<file path="src/rtl/oac_defines.vh">
// Notes on behaviour
// - two planes each hold a 9-bit horizontal start, unit two dot clocks
// - two planes each hold a 9-bit horizontal end, unit two dot clocks
// - equal char and area start: characters start eight counts later
// - two planes each hold a 9-bit vertical start, unit one line
// - two planes each hold a 9-bit vertical end, unit one line
// - twelve display lines each have a 2-bit size or off field
// - size code 11 small, 10 middle, 01 large, 00 off
// - an off line shows nothing but keeps small-line height
// - positions, sizes, fringe enables move to display on transfer request
// - normal scan with field flag clear shows even dot rows only
// - dot size doubles per size step; double scan doubles dot height
// - small cell 16 wide, 9/11/12/13 lines tall, scaled by size/scan
// - smoothing fills quarter dot at diagonal corners, never small size
// - smoothing enable acts at once, without transfer request
// - enabled fringe draws one-dot border around character dots
// - active neighbour dot beats fringe; underlines get no fringe
// - each of twelve lines has its own fringe enable
// - one 4-bit intensity/red/green/blue fringe colour for the page
// - intensity select 0 gives 15 colours, 1 drops intensity bit
// - rgb bits give black to white; intensity gives dark shades
// - no fringe left of first column or right of column 32
// - overlap priority: code, area 1, area 2, raster
`ifndef OAC_DEFINES_VH
`define OAC_DEFINES_VH

`define OAC_AW          8
`define OAC_DW          32
`define OAC_PW          9
`define OAC_LINES       12

// register byte offsets
`define OAC_A_POS_LAST  8'h1C
`define OAC_A_LSIZE     8'h20
`define OAC_A_FRLO      8'h24
`define OAC_A_FRHI      8'h28
`define OAC_A_MISC      8'h2C
`define OAC_A_COLR      8'h30
`define OAC_A_JIT       8'h34
`define OAC_A_STAT      8'h38

// field positions
`define OAC_MISC_DSCAN  7
`define OAC_MISC_ISEL   6
`define OAC_MISC_SMZ    4
`define OAC_MISC_XFER   2
`define OAC_JIT_FLD     0
`define OAC_COL_I       3

// size codes
`define OAC_SZ_SMALL    2'h3
`define OAC_SZ_MID      2'h2
`define OAC_SZ_LARGE    2'h1
`define OAC_SZ_OFF      2'h0

// cell widths in dot clocks
`define OAC_W_SMALL     8'h10
`define OAC_W_MID       8'h20
`define OAC_W_LARGE     8'h40

// cell heights in lines, normal scan: plain, fringe, underline, both
`define OAC_H_S0        8'h09
`define OAC_H_S1        8'h0B
`define OAC_H_S2        8'h0C
`define OAC_H_S3        8'h0D
`define OAC_H_M0        8'h12
`define OAC_H_M1        8'h14
`define OAC_H_M2        8'h18
`define OAC_H_M3        8'h19
`define OAC_H_L0        8'h24
`define OAC_H_L1        8'h28
`define OAC_H_L2        8'h30
`define OAC_H_L3        8'h32

`define OAC_CHAR_DLY    9'h008
`define OAC_HCNT_MAX    10'h3FF
`define OAC_VCNT_MAX    9'h1FF

// 3x3 glyph window bit positions
`define OAC_G_UL        8
`define OAC_G_U         7
`define OAC_G_UR        6
`define OAC_G_L         5
`define OAC_G_C         4
`define OAC_G_R         3
`define OAC_G_DL        2
`define OAC_G_D         1
`define OAC_G_DR        0

`endif

</file>
<file path="src/rtl/oac_area_win.v">
`timescale 1ns/10ps
`default_nettype none
`include "oac_defines.vh"

module oac_area_win
(
	// position counters
	input  wire [`OAC_PW-1:0] hpos,
	input  wire [`OAC_PW-1:0] vpos,
	// plane rectangle
	input  wire [`OAC_PW-1:0] hstart,
	input  wire [`OAC_PW-1:0] hend,
	input  wire [`OAC_PW-1:0] vstart,
	input  wire [`OAC_PW-1:0] vend,
	// result
	output wire               active
);

	wire h_in;
	wire v_in;

	// end position itself is outside the plane
	assign h_in   = (hpos >= hstart) && (hpos < hend);
	assign v_in   = (vpos >= vstart) && (vpos < vend);
	assign active = h_in && v_in;

endmodule // oac_area_win

`default_nettype wire

</file>
<file path="src/rtl/oac_top.v">
// Local design decisions: the APB interface to the registers and the placing of the registers.
`timescale 1ns/10ps
`default_nettype none
`include "oac_defines.vh"

module oac_top
(
	// clock and reset
	input  wire                 pclk,
	input  wire                 presetn,
	// apb slave
	input  wire                 psel,
	input  wire                 penable,
	input  wire                 pwrite,
	input  wire [`OAC_AW-1:0]   paddr,
	input  wire [`OAC_DW-1:0]   pwdata,
	output reg  [`OAC_DW-1:0]   prdata,
	output reg                  pready,
	output reg                  pslverr,
	// sync pins
	input  wire                 hd_n,
	input  wire                 vd_n,
	// code plane side
	input  wire [3:0]           cur_line,
	input  wire [`OAC_PW-1:0]   char_hstart,
	input  wire [8:0]           glyph_win,
	input  wire                 dot_row_odd,
	input  wire [1:0]           dot_quad,
	input  wire                 underline_dot,
	input  wire                 edge_left,
	input  wire                 edge_right,
	input  wire [3:0]           char_colour,
	// other planes
	input  wire [3:0]           area1_colour,
	input  wire [3:0]           area2_colour,
	input  wire                 raster_on,
	input  wire [3:0]           raster_colour,
	// area and geometry
	output reg                  area1_active_reg,
	output reg                  area2_active_reg,
	output reg  [`OAC_PW-1:0]   char_hstart_adj_reg,
	output reg                  line_on_reg,
	output reg  [7:0]           line_width_reg,
	output reg  [7:0]           line_height_reg,
	output reg                  even_rows_only_reg,
	// pixel
	output reg                  pix_on_reg,
	output reg                  pix_fringe_reg,
	output reg  [3:0]           pix_colour_reg
);

	integer i;
	integer j;

	// settings: positions, sizes, fringe enables have a software shadow and a display copy; the rest are single
	reg [`OAC_PW-1:0] pos_sh  [0:7];
	reg [`OAC_PW-1:0] pos_act [0:7];
	reg [23:0]        lsize_sh_reg;
	reg [23:0]        lsize_act_reg;
	reg [11:0]        fren_sh_reg;
	reg [11:0]        fren_act_reg;
	reg               dscan_reg;
	reg               isel_reg;
	reg               smz_reg;
	reg               fld_reg;
	reg [3:0]         fr_colour_reg;
	reg               xfer_pend_reg;
	reg               xfer_pend_next;

	// sync and counters
	reg [1:0]         sync1_reg;
	reg [1:0]         sync2_reg;
	reg [1:0]         sync3_reg;
	reg [1:0]         filt_reg;
	reg [1:0]         filt_d_reg;
	reg [9:0]         hcnt_reg;
	reg [`OAC_PW-1:0] vcnt_reg;
	reg               half_reg;

	wire              hd_fall;
	wire              vd_fall;
	wire              setup;
	wire              wr_en;
	wire              xfer_set;
	wire [1:0]        area_act;
	reg  [`OAC_DW-1:0] rd_mux;

	function addr_ok;
		input [`OAC_AW-1:0] a;
		begin
			addr_ok = (a[1:0] == 2'h0) && (a <= `OAC_A_STAT);
		end
	endfunction

	function [7:0] cell_height;
		input [1:0] sz;
		input       ul;
		input       fr;
		input       ds;
		reg   [7:0] h;
		begin
			h = `OAC_H_S0;
			case ({sz, ul, fr})
				{`OAC_SZ_MID,   2'h0}: h = `OAC_H_M0;
				{`OAC_SZ_MID,   2'h1}: h = `OAC_H_M1;
				{`OAC_SZ_MID,   2'h2}: h = `OAC_H_M2;
				{`OAC_SZ_MID,   2'h3}: h = `OAC_H_M3;
				{`OAC_SZ_LARGE, 2'h0}: h = `OAC_H_L0;
				{`OAC_SZ_LARGE, 2'h1}: h = `OAC_H_L1;
				{`OAC_SZ_LARGE, 2'h2}: h = `OAC_H_L2;
				{`OAC_SZ_LARGE, 2'h3}: h = `OAC_H_L3;
				// small and off lines share small heights
				{`OAC_SZ_SMALL, 2'h1},
				{`OAC_SZ_OFF,   2'h1}: h = `OAC_H_S1;
				{`OAC_SZ_SMALL, 2'h2},
				{`OAC_SZ_OFF,   2'h2}: h = `OAC_H_S2;
				{`OAC_SZ_SMALL, 2'h3},
				{`OAC_SZ_OFF,   2'h3}: h = `OAC_H_S3;
				default:               h = `OAC_H_S0;
			endcase
			// double scan doubles dot height
			cell_height = ds ? {h[6:0], 1'b0} : h;
		end
	endfunction

	function [7:0] cell_width;
		input [1:0] sz;
		begin
			case (sz)
				`OAC_SZ_MID:   cell_width = `OAC_W_MID;
				`OAC_SZ_LARGE: cell_width = `OAC_W_LARGE;
				default:       cell_width = `OAC_W_SMALL;
			endcase
		end
	endfunction

	// apb handshake: zero wait, answer registered in setup cycle
	assign setup    = psel && !penable;
	assign wr_en    = psel && penable && pwrite && pready && addr_ok(paddr);
	assign xfer_set = wr_en && (paddr == `OAC_A_MISC) &&
	                  pwdata[`OAC_MISC_XFER];

	always @*
	begin
		rd_mux = {`OAC_DW{1'b0}};
		if (paddr <= `OAC_A_POS_LAST)
			rd_mux[`OAC_PW-1:0] = pos_sh[paddr[4:2]];
		else
		begin
			case (paddr)
				`OAC_A_LSIZE: rd_mux[23:0] = lsize_sh_reg;
				`OAC_A_FRLO:  rd_mux[7:0]  = fren_sh_reg[7:0];
				`OAC_A_FRHI:  rd_mux[3:0]  = fren_sh_reg[11:8];
				`OAC_A_MISC:
				begin
					rd_mux[`OAC_MISC_DSCAN] = dscan_reg;
					rd_mux[`OAC_MISC_ISEL]  = isel_reg;
					rd_mux[`OAC_MISC_SMZ]   = smz_reg;
					rd_mux[`OAC_MISC_XFER]  = xfer_pend_reg;
				end
				`OAC_A_COLR:  rd_mux[3:0]  = fr_colour_reg;
				`OAC_A_JIT:   rd_mux[`OAC_JIT_FLD] = fld_reg;
				`OAC_A_STAT:  rd_mux = {7'h00, vcnt_reg, 6'h00, hcnt_reg};
				default:      rd_mux = {`OAC_DW{1'b0}};
			endcase
		end
	end

	always @(posedge pclk or negedge presetn)
	begin
		if (!presetn)
		begin
			prdata  <= {`OAC_DW{1'b0}};
			pready  <= 1'b0;
			pslverr <= 1'b0;
		end
		else
		begin
			pready  <= setup;
			pslverr <= setup && !addr_ok(paddr);
			if (setup && !pwrite && addr_ok(paddr))
				prdata <= rd_mux;
			else if (setup)
				prdata <= {`OAC_DW{1'b0}};
		end
	end

	// software-side registers
	always @(posedge pclk or negedge presetn)
	begin
		if (!presetn)
		begin
			for (i = 0; i < 8; i = i + 1)
				pos_sh[i] <= {`OAC_PW{1'b0}};
			lsize_sh_reg  <= 24'h000000;
			fren_sh_reg   <= 12'h000;
			dscan_reg     <= 1'b0;
			isel_reg      <= 1'b0;
			smz_reg       <= 1'b0;
			fld_reg       <= 1'b0;
			fr_colour_reg <= 4'h0;
		end
		else if (wr_en)
		begin
			if (paddr <= `OAC_A_POS_LAST)
				pos_sh[paddr[4:2]] <= pwdata[`OAC_PW-1:0];
			else
			begin
				case (paddr)
					`OAC_A_LSIZE: lsize_sh_reg <= pwdata[23:0];
					`OAC_A_FRLO:  fren_sh_reg[7:0]  <= pwdata[7:0];
					`OAC_A_FRHI:  fren_sh_reg[11:8] <= pwdata[3:0];
					`OAC_A_MISC:
					begin
						dscan_reg <= pwdata[`OAC_MISC_DSCAN];
						isel_reg  <= pwdata[`OAC_MISC_ISEL];
						smz_reg   <= pwdata[`OAC_MISC_SMZ];
					end
					`OAC_A_COLR:  fr_colour_reg <= pwdata[3:0];
					`OAC_A_JIT:   fld_reg <= pwdata[`OAC_JIT_FLD];
					default:      fld_reg <= fld_reg;
				endcase
			end
		end
	end

	// sync pins: three stages, level moves once stages 2 and 3 agree
	always @(posedge pclk or negedge presetn)
	begin
		if (!presetn)
		begin
			sync1_reg  <= 2'h3;
			sync2_reg  <= 2'h3;
			sync3_reg  <= 2'h3;
			filt_reg   <= 2'h3;
			filt_d_reg <= 2'h3;
		end
		else
		begin
			sync1_reg  <= {vd_n, hd_n};
			sync2_reg  <= sync1_reg;
			sync3_reg  <= sync2_reg;
			filt_reg   <= (sync2_reg & sync3_reg) |
			              (filt_reg & (sync2_reg ^ sync3_reg));
			filt_d_reg <= filt_reg;
		end
	end

	assign hd_fall = filt_d_reg[0] && !filt_reg[0];
	assign vd_fall = filt_d_reg[1] && !filt_reg[1];

	// dot and line counters
	always @(posedge pclk or negedge presetn)
	begin
		if (!presetn)
		begin
			hcnt_reg <= 10'h000;
			vcnt_reg <= {`OAC_PW{1'b0}};
			half_reg <= 1'b0;
		end
		else
		begin
			if (hd_fall)
				hcnt_reg <= 10'h000;
			else if (hcnt_reg != `OAC_HCNT_MAX)
				hcnt_reg <= hcnt_reg + 10'h001;
			if (vd_fall)
			begin
				vcnt_reg <= {`OAC_PW{1'b0}};
				half_reg <= 1'b0;
			end
			else if (hd_fall)
			begin
				half_reg <= !half_reg;
				// double scan counts every second line
				if ((!dscan_reg || half_reg) &&
				    (vcnt_reg != `OAC_VCNT_MAX))
					vcnt_reg <= vcnt_reg + 9'h001;
			end
		end
	end

	// transfer: request waits for a line boundary, new request wins
	always @*
	begin
		xfer_pend_next = xfer_set || (xfer_pend_reg && !hd_fall);
	end

	always @(posedge pclk or negedge presetn)
	begin
		if (!presetn)
		begin
			xfer_pend_reg <= 1'b0;
			for (j = 0; j < 8; j = j + 1)
				pos_act[j] <= {`OAC_PW{1'b0}};
			lsize_act_reg <= 24'h000000;
			fren_act_reg  <= 12'h000;
		end
		else
		begin
			xfer_pend_reg <= xfer_pend_next;
			if (xfer_pend_reg && hd_fall)
			begin
				for (j = 0; j < 8; j = j + 1)
					pos_act[j] <= pos_sh[j];
				lsize_act_reg <= lsize_sh_reg;
				fren_act_reg  <= fren_sh_reg;
			end
		end
	end

	// area planes
	genvar g;
	generate
		for (g = 0; g < 2; g = g + 1)
		begin : g_area
			oac_area_win u_win
			(
				.hpos   (hcnt_reg[9:1]),
				.vpos   (vcnt_reg),
				.hstart (pos_act[2*g]),
				.hend   (pos_act[2*g+1]),
				.vstart (pos_act[4+2*g]),
				.vend   (pos_act[5+2*g]),
				.active (area_act[g])
			);
		end
	endgenerate

	// current line settings
	wire       line_ok = (cur_line < `OAC_LINES);
	wire [1:0] cur_sz  = line_ok ? lsize_act_reg[{cur_line, 1'b0} +: 2]
	                             : `OAC_SZ_OFF;
	wire       cur_fr  = line_ok && fren_act_reg[cur_line];
	wire       cur_on  = (cur_sz != `OAC_SZ_OFF);
	wire       even_only = !dscan_reg && !fld_reg;
	wire [9:0] char_sum = {1'b0, char_hstart} + {1'b0, `OAC_CHAR_DLY};
	wire       char_clash = (char_hstart == pos_act[0]) ||
	                        (char_hstart == pos_act[2]);

	// pixel ornament
	wire c_vis = glyph_win[`OAC_G_C] &&
	             !(even_only && dot_row_odd);
	wire nb    = |(glyph_win & ~(9'h001 << `OAC_G_C));
	// glyph window holds no underline dots
	wire fr_hit = cur_on && cur_fr && nb && !glyph_win[`OAC_G_C] &&
	              !underline_dot && !edge_left && !edge_right;
	wire smz_ll = (dot_quad == 2'h2) && glyph_win[`OAC_G_L] &&
	              glyph_win[`OAC_G_D] && !glyph_win[`OAC_G_DL];
	wire smz_lr = (dot_quad == 2'h3) && glyph_win[`OAC_G_R] &&
	              glyph_win[`OAC_G_D] && !glyph_win[`OAC_G_DR];
	wire smz_ul = (dot_quad == 2'h0) && glyph_win[`OAC_G_L] &&
	              glyph_win[`OAC_G_U] && !glyph_win[`OAC_G_UL];
	wire smz_ur = (dot_quad == 2'h1) && glyph_win[`OAC_G_R] &&
	              glyph_win[`OAC_G_U] && !glyph_win[`OAC_G_UR];
	wire smz_hit = smz_reg && (cur_sz != `OAC_SZ_SMALL) &&
	               !glyph_win[`OAC_G_C] &&
	               (smz_ll || smz_lr || smz_ul || smz_ur);
	wire char_hit = cur_on && (c_vis || underline_dot || smz_hit);

	// intensity bit dropped in 8-colour mode
	wire [3:0] imask = isel_reg ? 4'h7 : 4'hF;

	always @(posedge pclk or negedge presetn)
	begin
		if (!presetn)
		begin
			area1_active_reg    <= 1'b0;
			area2_active_reg    <= 1'b0;
			char_hstart_adj_reg <= {`OAC_PW{1'b0}};
			line_on_reg         <= 1'b0;
			line_width_reg      <= `OAC_W_SMALL;
			line_height_reg     <= `OAC_H_S0;
			even_rows_only_reg  <= 1'b1;
			pix_on_reg          <= 1'b0;
			pix_fringe_reg      <= 1'b0;
			pix_colour_reg      <= 4'h0;
		end
		else
		begin
			area1_active_reg <= area_act[0];
			area2_active_reg <= area_act[1];
			char_hstart_adj_reg <= char_clash ? char_sum[`OAC_PW-1:0]
			                                  : char_hstart;
			line_on_reg      <= cur_on;
			line_width_reg   <= cell_width(cur_sz);
			// no underline enable in the map, underline height off
			line_height_reg  <= cell_height(cur_sz, 1'b0, cur_fr,
			                                dscan_reg);
			even_rows_only_reg <= even_only;
			pix_fringe_reg   <= fr_hit && !char_hit;
			pix_on_reg       <= char_hit || fr_hit || area_act[0] ||
			                    area_act[1] || raster_on;
			// colour code {i,r,g,b} goes to the output mixer, ANDed with imask
			if (char_hit)
				pix_colour_reg <= char_colour & imask;
			else if (fr_hit)
				pix_colour_reg <= fr_colour_reg & imask;
			else if (area_act[0])
				pix_colour_reg <= area1_colour & imask;
			else if (area_act[1])
				pix_colour_reg <= area2_colour & imask;
			else if (raster_on)
				pix_colour_reg <= raster_colour & imask;
			else
				pix_colour_reg <= 4'h0;
		end
	end

endmodule // oac_top

`default_nettype wire

</file>
<file path="config.mk">
export PLATFORM = sky130hd
export DESIGN_NAME = oac_top
export DESIGN_NICKNAME = d
export VERILOG_FILES = /design/src/rtl/oac_area_win.v /design/src/rtl/oac_top.v
export VERILOG_INCLUDE_DIRS = /design/src /design/src/rtl
export SDC_FILE = /design/constraint.sdc
export NUM_CORES = 1
export LEC_CHECK = 0
export ABC_AREA = 1
export ABC_CLOCK_PERIOD_IN_PS = 2700
export CAP_MARGIN = 25
export CORE_ASPECT_RATIO = 0.9
export CORE_MARGIN = 3
export CORE_UTILIZATION = 35
export CTS_BUF_LIST = sky130_fd_sc_hd__clkbuf_4 sky130_fd_sc_hd__clkbuf_8
export DETAILED_ROUTE_END_ITERATION = 10
export DONT_BUFFER_PORTS = 1
export SETUP_SLACK_MARGIN = 0.02
export SYNTH_ARGS = -nofsm -noshare
export SYNTH_HDL_FRONTEND = slang
export SYNTH_SLANG_ARGS = --single-unit
</file>
<file path="constraint.sdc">
create_clock -name pclk -period 2.7 [get_ports pclk]
set_input_delay 0 -clock pclk [delete_from_list [all_inputs] [get_ports pclk]]
set_output_delay 0 -clock pclk [all_outputs]
set_load 0.005 [all_outputs]
</file>
* Word-level counts from Yosys, hierarchy flattened *
Index checks and enable logic that the tools add are counted.
W data, S select, Z words.

cells by class
  order comparisons = 14
  shifts and indexed selects = 1
  reductions and logical operators = 98
  eq/ne operators = 23
  bitwise logic cells = 11
  muxes and demuxes = 39
  $add $sub $neg = 3

operators with widths
  kind                     number
  $bwmux W72               1
  $mux W9                  8
  $mux W32                 2
  $eq A8 B6 Y1 const B     7
  $logic_and A1 B1 Y1      50
  $ge A9 B9 Y1             4
  $lt A9 B9 Y1             4
  $pmux W16 S2             1
  $pmux W6 S5              1
  $bmux W9 S3              1
  $demux W9 S3             1
  $mux W4                  6
  $shiftx A24 B6 Y2        1
  $mux W23                 1
  $and A4 B4 Y4            5
  $mux W10                 2
  $logic_not A1 Y1         19
  $eq A9 B9 Y1             2
  $reduce_and A3 Y1        6
  $pmux W7 S2              1
  $logic_or A1 B1 Y1       12
  $pmux W1 S6              2
  $add A10 B1 Y10 const B  1
  $ne A10 B10 Y1 const B   1
  33 further kinds         50

word-level totals
  input port bits = 92
  output and inout bits = 69
  flip-flop bits (word level) = 323

* Depth between registers and ports, before layout *
  depth after elaboration = 14
  gate-level depth with buffers = 20
  gate-level depth less buffers = 18

* Modules after synthesis *
Synthesis repeated with hierarchy kept, for this count alone.

second synthesis, totals
  cell total of the unflattened synthesis = 1864
  area total of the unflattened synthesis = 15962.8 µm²

by module, submodules not included
  module        area each (µm²)  cells an instance  instances
  oac_top       13970.9          1526               1
  oac_area_win  996.0            169                2

* Worst setup path after synthesis *
OpenSTA, ideal clock, no wires.

  path kind = input port to flip-flop
  start = input port cur_line[0]
  end = register pix_colour_reg[0]
  data required time = 2.579 ns
  cell stages on the path = 17
  setup slack = 0.274 ns
  library setup time = 0.121 ns
  arrival = 2.305 ns
  buffers on the path = 2
  cell sequence = buf_2 clkbuf_1 nand2_1 nand3_1 nand3_1 nand2_1 nand2_1 nand2_1 inv_1 ha_1 nor2_1 and3b_1 nand3_1 o21ai_0 nor2_1 a21boi_0 nand2_1

on the way
  cells in the longest elaborated chain, start to end = 11

RTL lines
  what                                                                        line           source
  from (decl)                                                                 oac_top.v:24   input wire [3:0] cur_line,
  $shiftx A24 B6 Y2 (tied with other cells)                                   oac_top.v:332  wire [1:0] cur_sz = line_ok ? lsize_act_reg[{cur_line, 1'b0} +: 2]
  $mux W2 (no line) / $mux W1 (equally long branches)                         --
  $reduce_bool A2 Y1 (no line) / $logic_and A1 B1 Y1 (equally long branches)  --
  $logic_and A1 B1 Y1 (6 in series)                                           oac_top.v:346  wire fr_hit = cur_on && cur_fr && nb && !glyph_win[`OAC_G_C] &&
  $mux W4                                                                     oac_top.v:397  else if (fr_hit)
  $mux W4 *                                                                   oac_top.v:395  if (char_hit)
  to (signal assigned)                                                        oac_top.v:396  pix_colour_reg <= char_colour & imask;
  to (signal assigned)                                                        oac_top.v:398  pix_colour_reg <= fr_colour_reg & imask;
  to (signal assigned)                                                        oac_top.v:400  pix_colour_reg <= area1_colour & imask;
  to (decl)                                                                   oac_top.v:49   output reg [3:0] pix_colour_reg

Every way passes the cells marked *; elsewhere a longest branch is shown, timed or not. The select of a mux whose other input is x is not followed.
A chain may end at the register's enable or synchronous reset.

* Final worst setup path *
  start = input port paddr[1]
  end = register prdata[7]

on the way
  cells in the longest elaborated chain, start to end = 4

RTL lines
  what                                                       line                          source
  from (decl)                                                oac_top.v:15                  input wire [`OAC_AW-1:0] paddr,
  $le A8 B6 Y1 (no line) (tied with other cells)             --
  $logic_and A1 B1 Y1 / $pmux W2 S4 (equally long branches)  oac_top.v:91, oac_top.v:150
  $logic_and A1 B1 Y1 / $mux W9 (equally long branches)      oac_top.v:181, oac_top.v:146
  $mux W32 / $reduce_bool A2 Y1 (equally long branches)      --
  to (signal assigned)                                       oac_top.v:173                 prdata <= {`OAC_DW{1'b0}};
  to (signal assigned)                                       oac_top.v:182                 prdata <= rd_mux;
  to (signal assigned)                                       oac_top.v:184                 prdata <= {`OAC_DW{1'b0}};
  to (decl)                                                  oac_top.v:17                  output reg [`OAC_DW-1:0] prdata,

Parallel ways exist; a longest one is shown, timed or not.

==> flow_summary.toml <==
[run_status]
status = "finished with violations"
violations = "negative hold slack"

[flow_run]
maxCapViolCount = 0

[timing]
finalClockSkew_ns = 0.0397
fmax_ghz = 0.393
fin_crit_ns = 2.54
min_period_over_period_pct = 94.3
final-setup-viol-count = 0
drv_slew = 0
relSlewSlack_pct = 40.4
tightest_slew_ns = 0.893
rsz0062_at_grt = "true"
hold_viol = 313
tns_ns = 0
hold_slack_ns = -0.964

[critical_path]
cp-start-kind = "primary input"
path_buf_inv = 4
cpMostUsedCell = "dlygate4sd3_1"
path_cells = "dlygate4sd3_1 > nor2_4 > inv_1 > dlygate4sd3_1 > nor2_1 > nand2_2 > o22ai_1 > nor2_1 > o21ai_0 > nand3_1 > dlygate4sd3_1 > nand2_1"
slowest_delay_ns = 0.61
worstPathArrival_ns = 3.13
worstPathRequired_ns = 3.29
crit_type = "primary input to register"
cp_top_family = "buffers and inverters"
path_max_fanout = 8
end_kind = "register"
slowest_stage = "dlygate4sd3_1"

[synth]
synth_area_per_cell_sq_um = 8.45
synth_edf_count = 0
synth_mux_area_share_pct = 0.496
yosysSeqAreaShare_pct = 49.0
synth_fa_ha_area_share_pct = 6.14
yosys.area_share.simple_pct = 20.3
synthXorXnorAreaFrac_pct = 1.05
syn-cell-area_sq_um = 15900
synthArstFlopShare_pct = 100
synth_ff_type = "dfrtp_1"
synth_compound_area_share_pct = 14.1
ys_ff_latch = 311
yosysWarnings = 0
syn_inst = 1882
synth_cell_types = 55
synth_top_family_by_area = "simple AND/OR/NAND/NOR gates"

[detailed_routing]
dr.first_iter.drc_count = 1291
ant_nets = 0
dr.pass1.iters = 5
wl_microns = 47300
wl_per_cell_microns = 17.8
drc = 0
avgViaCountPerCell = 5.03
vias = 13400

[finish]
regArea_sq_um = 7800
largestRegisters = "pos_act (72), pos_sh (72), prdata (25)"
area_growth_pct = 19.6
final_cell_mix = "453 x nand2_1, 297 x dfrtp_1, 241 x inv_1"
layout_commonest_cell = "nand2_1"
utilization_pct = 42.7
n_fill_cell = 4396
layout-drive-gt1-share_pct = 9.49
nets = 2189
num_antenna_cells = 0
multi_input_area_sq_um = 6770

[power]
p_total_mw = 13.1
p_per_area_nw_per_um2 = 690
power.leakage_nw = 9.40
ir_drop_mv = 0.382

[floorplan]
die_w_microns = 231
initial_core_util_pct = 35.7
top_level_ports = 161
fp.dieH_microns = 208
rows = 73
dieArea_sq_um = 48000
core-area_sq_um = 44600

[global_route]
grt_pass1_vias = 13000
gr-total-overflow = 0
grt_max_degree = 312
grt_antenna_before_repair = 2
grtUsageTotal_pct = 19.6
grt_pass1_wl_microns = 73700

[place]
port_buffers = 0
hpwl_microns = 32300
place_congestion = 0.906

[cts]
clockBufferDepth = 3
insertion_delay_ns = 0.65
post_cts_buffers = 0
path_clk_slew_ns = 0.06
cts_made_buffers = 55
htreeDepth = 2
cts_root_buf = "clkbuf_8"
cts_tree = "done"
cts.sinks = 311

[min_path]
hold_class = "primary input to async pin"
-- cells by family (layout without fill, tap and decap cells) --
| logic type | Yosys count | in the layout |
|---|---|---|
| buffers and inverters | 329 | 500 |
| other | 1 | 13 |
| adders and majority gates | 78 | 78 |
| and+or+nand+nor | 741 | 741 |
| muxes | 7 | 7 |
| AOI/OAI and AO/OA | 396 | 396 |
| xor gates and xnor gates | 19 | 19 |
| DFF | 311 | 311 |
-- path summary, 6_finish.rpt --
path | start | endpoint | slack [ns] | cells past startpoint
max | paddr[1] | prdata[7] | 0.16 | 12
max reg2reg | fren_act_reg[4] | line_height_reg[2] | 0.25 | 14
min in group pclk | paddr[2] | fld_reg | -0.02 | 4
max in group asynchronous | presetn | hcnt_reg[2] | 3.05 | 0
min | presetn | prdata[12] | -0.96 | 0
min reg2reg | sync1_reg[1] | sync2_reg[1] | 0.36 | 0
-- power by group --
part           internal (mW)  switching [mW]
clock                   2.87            2.06
sequential              5.24           0.345
combinational           1.01            1.60
total                   9.13            4.00
-- through the flow --
step	worst slack, ns	instances	area, sq um
2_1_floorplan	0.274	1894	16000
3_3_place_gp	0.129	2432	16400
3_5_place_dp	0.0448	2432	16400
4_1_cts	0.0304	2660	18900
5_1_grt	0.0115	2665	19000
6_report	0.155	2665	19000
-- routing by layer --
layer  vias to the layer above  global-route usage [%]  part of all wire [%]
met2                       464                    29.7                    44
met1                      6473                    27.8                    46
met4                         4                    6.13                   2.6
met5                         -                       0                 0.057
li1                       6395                       -                     -
met3                        80                    4.38                   8.1
-- cells in the mapped netlist (8+ instances only) --
master    count  area share (%)
o21ai_2      14            0.77
ha_1         78             6.1
o22ai_1      31             1.2
nand2_1     458              11
o211ai_1     16            0.76
nand3_1      66             2.1
xor2_1       18            0.99
a22o_1        9            0.50
clkbuf_1     39            0.92
dfrtp_1     297              47
buf_2         8            0.25
o21ai_1      69             2.2
dfstp_2      14             2.3
a21oi_1     105             3.3
inv_1       241             5.7
nor3_1       22            0.69
a21o_1        8            0.38
buf_6        14            0.99
buf_4        13            0.61
nand4_1      13            0.51
nor2_1      141             3.3
o21ai_0     120             3.8
-- what timing repair did --
item	in CTS	in global routing
resized for setup	1	14
endpoints found under the hold margin	481	347
pin swaps	0	0
cloned	0	0
hold buffers	125	8
setup endpoints to repair	1	22
-- layout make-up --
type,instances,share of cell area (%)
Multi-Input combinational cell,1254,35.6
Inverter,248,4.98
Timing Repair Buffer,149,7.88
Clock inverter,14,0.901
Tap cell,600,3.95
Clock buffer,89,5.75
Sequential cell,311,41.0
Power figures use the tool's default switching activity.
